$ cat config.mk
export PLATFORM = sky130hd
export DESIGN_NAME = jpr_target
export DESIGN_NICKNAME = d
export VERILOG_FILES = /design/src/jpr_target.v /design/src/jpr_pin_sync.v
export VERILOG_INCLUDE_DIRS = /design/src /design/src/src
export SDC_FILE = /design/constraint.sdc
export NUM_CORES = 1
export LEC_CHECK = 0
export BUFFER_PORTS_ARGS = -buffer_cell sky130_fd_sc_hd__buf_2
export CORE_MARGIN = 5
export CORE_UTILIZATION = 60
export DETAILED_ROUTE_END_ITERATION = 10
export PLACE_DENSITY = 0.78
export SLEW_MARGIN = 5
export SYNTH_ARGS = -nofsm -noshare
export SYNTH_HDL_FRONTEND = slang
export SYNTH_SLANG_ARGS = --single-unit
$ cat constraint.sdc
create_clock -name clk -period 5.4 [get_ports clk]
set_clock_uncertainty 0.05 [all_clocks]
set_input_delay 1.35 -clock clk [delete_from_list [all_inputs] [get_ports clk]]
set_output_delay 1.35 -clock clk [all_outputs]
set_load 0.02 [all_outputs]
$ cat src/jpr_map.vh
// Purpose: Constants of the target-side debug port logic
// Assumes: Included by bare name from every design file
// Notes:   Definitions only
`ifndef JPR_MAP_VH
`define JPR_MAP_VH

// ==========================================================
// Instruction register
`define JPR_IR_W          4
`define JPR_IR_CAPTURE    4'h1
`define JPR_INS_IDCODE    4'h1
`define JPR_INS_DEBUG     4'h8
`define JPR_INS_BYPASS    4'hF

// ==========================================================
// Data registers
`define JPR_DR_W          32
`define JPR_DBG_W         4
`define JPR_DBG_MSB       3
`define JPR_DBG_BREAK     0
`define JPR_DBG_RESTART   1
`define JPR_DBG_HALTED    1
`define JPR_DBG_PEND      2
`define JPR_DBG_INRESET   3

// ==========================================================
// Reset values
`define JPR_LOW           1'b0
`define JPR_HIGH          1'b1
`define JPR_DR_RST        32'h0000_0000
`define JPR_IR_RST        4'h1

`endif

$ cat src/jpr_target.v
// Purpose: Target-side debug port: TAP, debug control, reset split, returned clock
// Assumes: Test clock far slower than clk (at most 1/6 of it)
// Notes:   Test clock is sampled, not used as a clock
`timescale 1ns/10ps
`include "jpr_map.vh"

// How it works
// [RULE_01] Test reset and system reset are separate inputs; neither drives the other.
// [RULE_02] Test reset clears only the TAP controller and the debug control logic.
// [RULE_03] System reset clears only the core state; TAP and debug logic survive.
// [RULE_04] Probe asserts both resets, frees test reset, requests break, frees system reset.
// [RULE_05] Break pending at system reset release halts the core before its first instruction.
// [RULE_06] Probe restarts the whole start-up after any reset clearing TAP or debug logic; after test reset the bench only resets the TAP and reads the ID.
// [RULE_07] Probe reinitialises the link after a break such as a test clock glitch; the probe model only sets link_fail and goes on.
// [RULE_08] Test clock is synchronised to clk and returned on the returned clock output.
// [RULE_09] In adaptive mode probe waits for each returned edge before the next edge.
// [RULE_10] In fixed mode probe keeps test clock at most one sixth or eighth of core.
// [RULE_11] Optional outputs rest inactive: returned clock and acknowledge low.
// [RULE_12] In hand-over the probe releases outputs so clock holds and no reset occurs.
// [RULE_13] TDI and TMS sampled on rising test clock; TDO changes on falling edge.
// [RULE_14] Probe times out waiting for a returned edge and reports a link failure.
module jpr_target #(
	parameter [31:0] IDCODE_VAL = 32'h1234_5001 // Arbitrary value
) (
	// Clock and reset
	input  wire clk,
	input  wire arst_n,
	// Link pins from the probe
	input  wire tck,
	input  wire tms,
	input  wire tdi,
	input  wire test_reset_n,
	input  wire system_reset_n,
	input  wire debug_request,
	// Link pins to the probe
	output reg  tdo_ff,
	output reg  tdo_oe_ff,
	output reg  returned_test_clock_ff,
	output reg  debug_acknowledge_ff,
	// Towards the core
	output reg  core_reset_n_ff,
	output reg  debug_logic_reset_n_ff,
	output reg  core_run_ff
);

	// ==========================================================
	// TAP states
	localparam [15:0] ST_TLR  = 16'h0001;
	localparam [15:0] ST_RTI  = 16'h0002;
	localparam [15:0] ST_SDS  = 16'h0004;
	localparam [15:0] ST_CDR  = 16'h0008;
	localparam [15:0] ST_SHDR = 16'h0010;
	localparam [15:0] ST_E1D  = 16'h0020;
	localparam [15:0] ST_PDR  = 16'h0040;
	localparam [15:0] ST_E2D  = 16'h0080;
	localparam [15:0] ST_UDR  = 16'h0100;
	localparam [15:0] ST_SIS  = 16'h0200;
	localparam [15:0] ST_CIR  = 16'h0400;
	localparam [15:0] ST_SHIR = 16'h0800;
	localparam [15:0] ST_E1I  = 16'h1000;
	localparam [15:0] ST_PIR  = 16'h2000;
	localparam [15:0] ST_E2I  = 16'h4000;
	localparam [15:0] ST_UIR  = 16'h8000;

	// ==========================================================
	// Pin synchronisers
	wire tck_lvl;
	wire tck_rise;
	wire tck_fall;
	wire tms_lvl;
	wire tdi_lvl;
	wire trst_lvl;
	wire sys_rst_lvl;
	wire sys_rst_rise;
	wire dbg_req_lvl;

	// Same depth on every pin keeps TMS/TDI aligned to the clock edge
	jpr_pin_sync #(.INIT(`JPR_LOW)) u_tck (
		.clk(clk), .arst_n(arst_n), .pin(tck),
		.level_ff(tck_lvl), .rise_ff(tck_rise), .fall_ff(tck_fall)
	);
	jpr_pin_sync #(.INIT(`JPR_HIGH)) u_tms (
		.clk(clk), .arst_n(arst_n), .pin(tms),
		.level_ff(tms_lvl), .rise_ff(), .fall_ff()
	);
	jpr_pin_sync #(.INIT(`JPR_LOW)) u_tdi (
		.clk(clk), .arst_n(arst_n), .pin(tdi),
		.level_ff(tdi_lvl), .rise_ff(), .fall_ff()
	);
	jpr_pin_sync #(.INIT(`JPR_LOW)) u_trst (
		.clk(clk), .arst_n(arst_n), .pin(test_reset_n),
		.level_ff(trst_lvl), .rise_ff(), .fall_ff()
	);
	jpr_pin_sync #(.INIT(`JPR_LOW)) u_sys_rst (
		.clk(clk), .arst_n(arst_n), .pin(system_reset_n),
		.level_ff(sys_rst_lvl), .rise_ff(sys_rst_rise), .fall_ff()
	);
	jpr_pin_sync #(.INIT(`JPR_LOW)) u_dbg_req (
		.clk(clk), .arst_n(arst_n), .pin(debug_request),
		.level_ff(dbg_req_lvl), .rise_ff(), .fall_ff()
	);

	// ==========================================================
	// TAP next state
	reg [15:0] state_ff;
	reg [15:0] nxt_state;

	always @* begin
		case (state_ff)
			ST_TLR:  nxt_state = tms_lvl ? ST_TLR  : ST_RTI;
			ST_RTI:  nxt_state = tms_lvl ? ST_SDS  : ST_RTI;
			ST_SDS:  nxt_state = tms_lvl ? ST_SIS  : ST_CDR;
			ST_CDR:  nxt_state = tms_lvl ? ST_E1D  : ST_SHDR;
			ST_SHDR: nxt_state = tms_lvl ? ST_E1D  : ST_SHDR;
			ST_E1D:  nxt_state = tms_lvl ? ST_UDR  : ST_PDR;
			ST_PDR:  nxt_state = tms_lvl ? ST_E2D  : ST_PDR;
			ST_E2D:  nxt_state = tms_lvl ? ST_UDR  : ST_SHDR;
			ST_UDR:  nxt_state = tms_lvl ? ST_SDS  : ST_RTI;
			ST_SIS:  nxt_state = tms_lvl ? ST_TLR  : ST_CIR;
			ST_CIR:  nxt_state = tms_lvl ? ST_E1I  : ST_SHIR;
			ST_SHIR: nxt_state = tms_lvl ? ST_E1I  : ST_SHIR;
			ST_E1I:  nxt_state = tms_lvl ? ST_UIR  : ST_PIR;
			ST_PIR:  nxt_state = tms_lvl ? ST_E2I  : ST_PIR;
			ST_E2I:  nxt_state = tms_lvl ? ST_UIR  : ST_SHIR;
			ST_UIR:  nxt_state = tms_lvl ? ST_SDS  : ST_RTI;
			default: nxt_state = ST_TLR;
		endcase
	end

	// ==========================================================
	// TAP and debug control (test-reset domain)
	reg [`JPR_IR_W-1:0] ir_ff;
	reg [`JPR_IR_W-1:0] ir_sr_ff;
	reg [`JPR_DR_W-1:0] dr_sr_ff;
	reg                 break_pend_ff;
	reg                 restart_ff;
	reg                 halted_ff;

	wire [`JPR_DBG_W-1:0] dbg_status;
	assign dbg_status = {~sys_rst_lvl, break_pend_ff, halted_ff, `JPR_LOW};

	// Break is consumed when the core takes the halt
	wire halt_take;
	assign halt_take = sys_rst_lvl && !halted_ff && (break_pend_ff || dbg_req_lvl);

	always @(posedge clk or negedge arst_n) begin
		if (!arst_n) begin
			state_ff      <= ST_TLR;
			ir_ff         <= `JPR_IR_RST;
			ir_sr_ff      <= `JPR_IR_RST;
			dr_sr_ff      <= `JPR_DR_RST;
			break_pend_ff <= `JPR_LOW;
			restart_ff    <= `JPR_LOW;
		end else if (!trst_lvl) begin
			// Only TAP and debug logic; core state untouched here  // see [RULE_02] see [RULE_01]
			state_ff      <= ST_TLR;
			ir_ff         <= `JPR_IR_RST;
			ir_sr_ff      <= `JPR_IR_RST;
			dr_sr_ff      <= `JPR_DR_RST;
			break_pend_ff <= `JPR_LOW;
			restart_ff    <= `JPR_LOW;
		end else begin
			restart_ff <= `JPR_LOW;
			// A break written in this cycle is assigned later and wins
			if (halt_take)
				break_pend_ff <= `JPR_LOW;
			if (tck_rise) begin
				state_ff <= nxt_state; // see [RULE_13]
				case (state_ff)
					ST_TLR: begin
						ir_ff <= `JPR_IR_RST;
					end
					ST_CIR: begin
						ir_sr_ff <= `JPR_IR_CAPTURE;
					end
					ST_SHIR: begin
						ir_sr_ff <= {tdi_lvl, ir_sr_ff[`JPR_IR_W-1:1]}; // see [RULE_13]
					end
					ST_UIR: begin
						ir_ff <= ir_sr_ff;
					end
					ST_CDR: begin
						if (ir_ff == `JPR_INS_IDCODE)
							dr_sr_ff <= IDCODE_VAL;
						else if (ir_ff == `JPR_INS_DEBUG)
							dr_sr_ff <= {{(`JPR_DR_W-`JPR_DBG_W){1'b0}}, dbg_status};
						else
							dr_sr_ff <= `JPR_DR_RST;
					end
					ST_SHDR: begin
						if (ir_ff == `JPR_INS_IDCODE)
							dr_sr_ff <= {tdi_lvl, dr_sr_ff[`JPR_DR_W-1:1]};
						else if (ir_ff == `JPR_INS_DEBUG)
							dr_sr_ff[`JPR_DBG_MSB:0] <= {tdi_lvl, dr_sr_ff[`JPR_DBG_MSB:1]};
						else
							dr_sr_ff[0] <= tdi_lvl;
					end
					ST_UDR: begin
						if (ir_ff == `JPR_INS_DEBUG) begin
							// New request wins over a halt taken this cycle
							if (dr_sr_ff[`JPR_DBG_BREAK])
								break_pend_ff <= `JPR_HIGH;
							restart_ff <= dr_sr_ff[`JPR_DBG_RESTART];
						end
					end
					default: begin
						ir_ff <= ir_ff;
					end
				endcase
			end
		end
	end

	// ==========================================================
	// TDO launch on falling test clock
	always @(posedge clk or negedge arst_n) begin
		if (!arst_n) begin
			tdo_ff    <= `JPR_LOW;
			tdo_oe_ff <= `JPR_LOW;
		end else if (!trst_lvl) begin
			tdo_ff    <= `JPR_LOW;
			tdo_oe_ff <= `JPR_LOW;
		end else if (tck_fall) begin
			tdo_oe_ff <= (state_ff == ST_SHDR) || (state_ff == ST_SHIR); // see [RULE_13]
			tdo_ff    <= (state_ff == ST_SHIR) ? ir_sr_ff[0] : dr_sr_ff[0];
		end
	end

	// ==========================================================
	// Core control (system-reset domain)
	always @(posedge clk or negedge arst_n) begin
		if (!arst_n) begin
			core_reset_n_ff <= `JPR_LOW;
			halted_ff       <= `JPR_LOW;
			core_run_ff     <= `JPR_LOW;
		end else begin
			core_reset_n_ff <= sys_rst_lvl; // see [RULE_01]
			if (!sys_rst_lvl) begin
				// Core held; TAP and break request are left alone  // see [RULE_03]
				halted_ff   <= `JPR_LOW;
				core_run_ff <= `JPR_LOW;
			end else if (sys_rst_rise) begin
				// Decide before the first fetch  // see [RULE_05]
				halted_ff   <= break_pend_ff || dbg_req_lvl;
				core_run_ff <= !(break_pend_ff || dbg_req_lvl);
			end else if (halt_take) begin
				halted_ff   <= `JPR_HIGH;
				core_run_ff <= `JPR_LOW;
			end else if (halted_ff && restart_ff) begin
				halted_ff   <= `JPR_LOW;
				core_run_ff <= `JPR_HIGH;
			end
		end
	end

	// ==========================================================
	// Returned clock, acknowledge, debug reset
	always @(posedge clk or negedge arst_n) begin
		if (!arst_n) begin
			returned_test_clock_ff <= `JPR_LOW;
			debug_acknowledge_ff   <= `JPR_LOW;
			debug_logic_reset_n_ff <= `JPR_LOW;
		end else begin
			// Follows tck in the same cycle as the TAP acts on the edge
			returned_test_clock_ff <= tck_lvl; // see [RULE_08] see [RULE_09]
			debug_acknowledge_ff   <= halted_ff; // see [RULE_11]
			debug_logic_reset_n_ff <= trst_lvl; // see [RULE_02]
		end
	end

endmodule

$ cat src/jpr_pin_sync.v
// Purpose: Three-stage pin synchroniser with agreement filter and edge pulses
// Assumes: Pin is asynchronous to clk
// Notes:   First stage feeds only the second stage
`timescale 1ns/10ps
`include "jpr_map.vh"

module jpr_pin_sync #(
	parameter INIT = 1'b0
) (
	// Clock and reset
	input  wire clk,
	input  wire arst_n,
	// Pin and filtered result
	input  wire pin,
	output reg  level_ff,
	output reg  rise_ff,
	output reg  fall_ff
);

	reg s1_ff;
	reg s2_ff;
	reg s3_ff;

	always @(posedge clk or negedge arst_n) begin
		if (!arst_n) begin
			s1_ff    <= INIT;
			s2_ff    <= INIT;
			s3_ff    <= INIT;
			level_ff <= INIT;
			rise_ff  <= `JPR_LOW;
			fall_ff  <= `JPR_LOW;
		end else begin
			s1_ff   <= pin;
			s2_ff   <= s1_ff;
			s3_ff   <= s2_ff;
			rise_ff <= `JPR_LOW;
			fall_ff <= `JPR_LOW;
			// Change counts only when stages two and three agree
			if (s2_ff == s3_ff && s3_ff != level_ff) begin
				level_ff <= s3_ff;
				rise_ff  <= s3_ff;
				fall_ff  <= ~s3_ff;
			end
		end
	end

endmodule

==> results_dict.tcl <==
set metrics [dict create \
    run_status "finished clean" \
    async_reset_ff_frac 1.00 \
    io-pin-count 15 \
    period_minus_slack_ps 3150 \
    syn-instance-count 413 \
    dp_slack_ps 2310 \
    first_global_vias 2962 \
    post_cts_buffers 0 \
    cp-start-kind "flop" \
    drive_above_1_share 0.170 \
    numPortBuffers 14 \
    cts_buffers 9 \
    ys_warn_count 0 \
    drtIter0Drc 181 \
    ys_seq_area_frac 0.550 \
    core_mm2 0.00683 \
    grt_start_max_net_pins 62 \
    core.rowCount 30 \
    path_clk_slew_ps 100 \
    startpoint "u_trst.level_ff" \
    setup_violations 0 \
    crit_type "reg -> reg" \
    via_per_inst 5.88 \
    setup_slack_ps 2250 \
    drc 0 \
    routed_wl_mm 8.40 \
    tns_ps 0 \
    final_cell_mix "dfrtp_1 (86), inv_1 (34), nand2_1 (30)" \
    leakage_uw 0.00191 \
    first_pass_iters 4 \
    hold_buffers 0 \
    diodes 0 \
    clock_latency_ps 350 \
    chipHeight_um 94.1 \
    synth_nets 421 \
    finalCritPeriodShare 0.583 \
    fill_cells 548 \
    holdCritPathClass "reg -> reg" \
    worstPathArrival_ps 3310 \
    clk_path_buf_depth 2 \
    netlist_area_mm2 0.00425 \
    ys_ff_latch 93 \
    synthFlopType "dfrtp_1" \
    final_common_cell "dfrtp_1" \
    post_dp_cell_area_mm2 0.00433 \
    vias 3052 \
    start_util 0.622 \
    die_w_um 94.1 \
    cts_resized 0 \
    fmax_mhz 318 \
    max-cap-violations 0 \
    grt_pass1_wl_mm 14.7 \
    postSynthAreaPerCell_um2 10.3 \
    wire_per_inst_um 16.2 \
    crit_fanout 56 \
    p_total_uw 1360 \
    layout.nets 426 \
    areaGrowthSynthToFinish_pct 7.10 \
    required_ps 5560 \
    dieArea_mm2 0.00886 \
    cts_tree "yes" \
    rsz0062_at_grt "false" \
    p_per_area_mw_per_mm2 300 \
    cts_root_buffer "clkbuf_8" \
    place_inst 503 \
    grt_usage 0.212 \
    instances_no_fill 519 \
    synth.distinct_cells 52 \
    grt_overflow 0 \
    final_area_mm2 0.00455 \
    cts.sinks 93 \
    relSlewSlack 0.436 \
    cts_max_level 3 \
    dp_hpwl_mm 5.52 \
    drv_slew 0 \
    finalHoldViolations 0 \
    ant_nets 0 \
    ir_drop_mv 0.230 \
    antenna_found_initial 0 \
    synth_edf_count 0 \
    worstReg2RegStart "u_trst.level_ff" \
    gp_congestion 0.933 \
    cp-end-kind "flop" \
    worst_slew_pin_slew_ps 838 \
    hp-start "u_tdi.s1_ff" \
]
## worst max-delay path, stage by stage (launching register included)
cell	delay [ps]
dfrtp_1	820
inv_1	590
nor4_4	820
a22oi_2	80
buf_4	370
nand3_1	170
o21ai_0	80
## final timing paths
check	to	slack, ps	depth (start not counted)
max	dr_sr_ff[15]	2250	6
min	u_tdi.s2_ff	290	0
max reg2reg	dr_sr_ff[15]	2250	6
min reg2reg	u_tdi.s2_ff	290	0
max in group asynchronous	dr_sr_ff[27]	3400	2
min in group asynchronous	state_ff[13]	1000	1
## Yosys cell counts, drive strengths merged (7+ instances only)
cell,n,area [um2]
nor4,10,114
nand2,30,113
a21o,8,60.1
nand4,9,56.3
a22oi,8,65.1
a21oi,23,115
inv,34,128
nor2,23,88.8
nor3,13,70.1
dfrtp,86,2150
clkbuf,11,41.3
nand3,37,240
o21ai,40,238
nor4b,9,78.8
buf,13,101
dfstp,7,184
## cells by family after synthesis
family / Yosys count / synth area share
and+or+nand+nor: 159 / 0.226
AOI/OAI and AO/OA: 91 / 0.134
muxes: 1 / 0.00236
buffers and inverters: 58 / 0.0636
xor gates and xnor gates: 6 / 0.0124
adders and majority gates: 5 / 0.0118
DFF: 93 / 0.550
## area by class of cell
cell class	instances	area, um2	area share
Sequential cell	93	2340	0.513
Timing Repair Buffer	18	103	0.0226
Inverter	34	128	0.0281
Clock buffer	10	128	0.0281
Multi-Input combinational cell	262	1640	0.361
Clock inverter	6	93.8	0.0206
Tap cell	96	120	0.0264
## state kept, by name, summed over array words and instances, names as in the netlist, 4 cells and up
name and cells:
dr_sr_ff 32, ir_ff 4, ir_sr_ff 4, state_ff 16
## metal layers
metal / track usage / wire length (um) / share of wire
met4: 0.0638 / 99 / 0.012
met5: 0 / 0 / 0
met2: 0.318 / 3950 / 0.47
met1: 0.303 / 3820 / 0.46
met3: 0.0569 / 522 / 0.062
## report_power, final
part | switching (uW) | internal, uW | total (uW)
clock | 245 | 265 | 510
combinational | 68.8 | 29.9 | 98.6
sequential | 28.5 | 727 | 756
total | 342 | 1020 | 1360
## per-stage QoR
step	util	hold slack (ps)
2_1_floorplan	-	281
3_3_place_gp	0.634	284
3_5_place_dp	0.634	288
4_1_cts	0.666	295
5_1_grt	0.666	309
6_report	0.666	291
(Power assumes the default switching activity.)
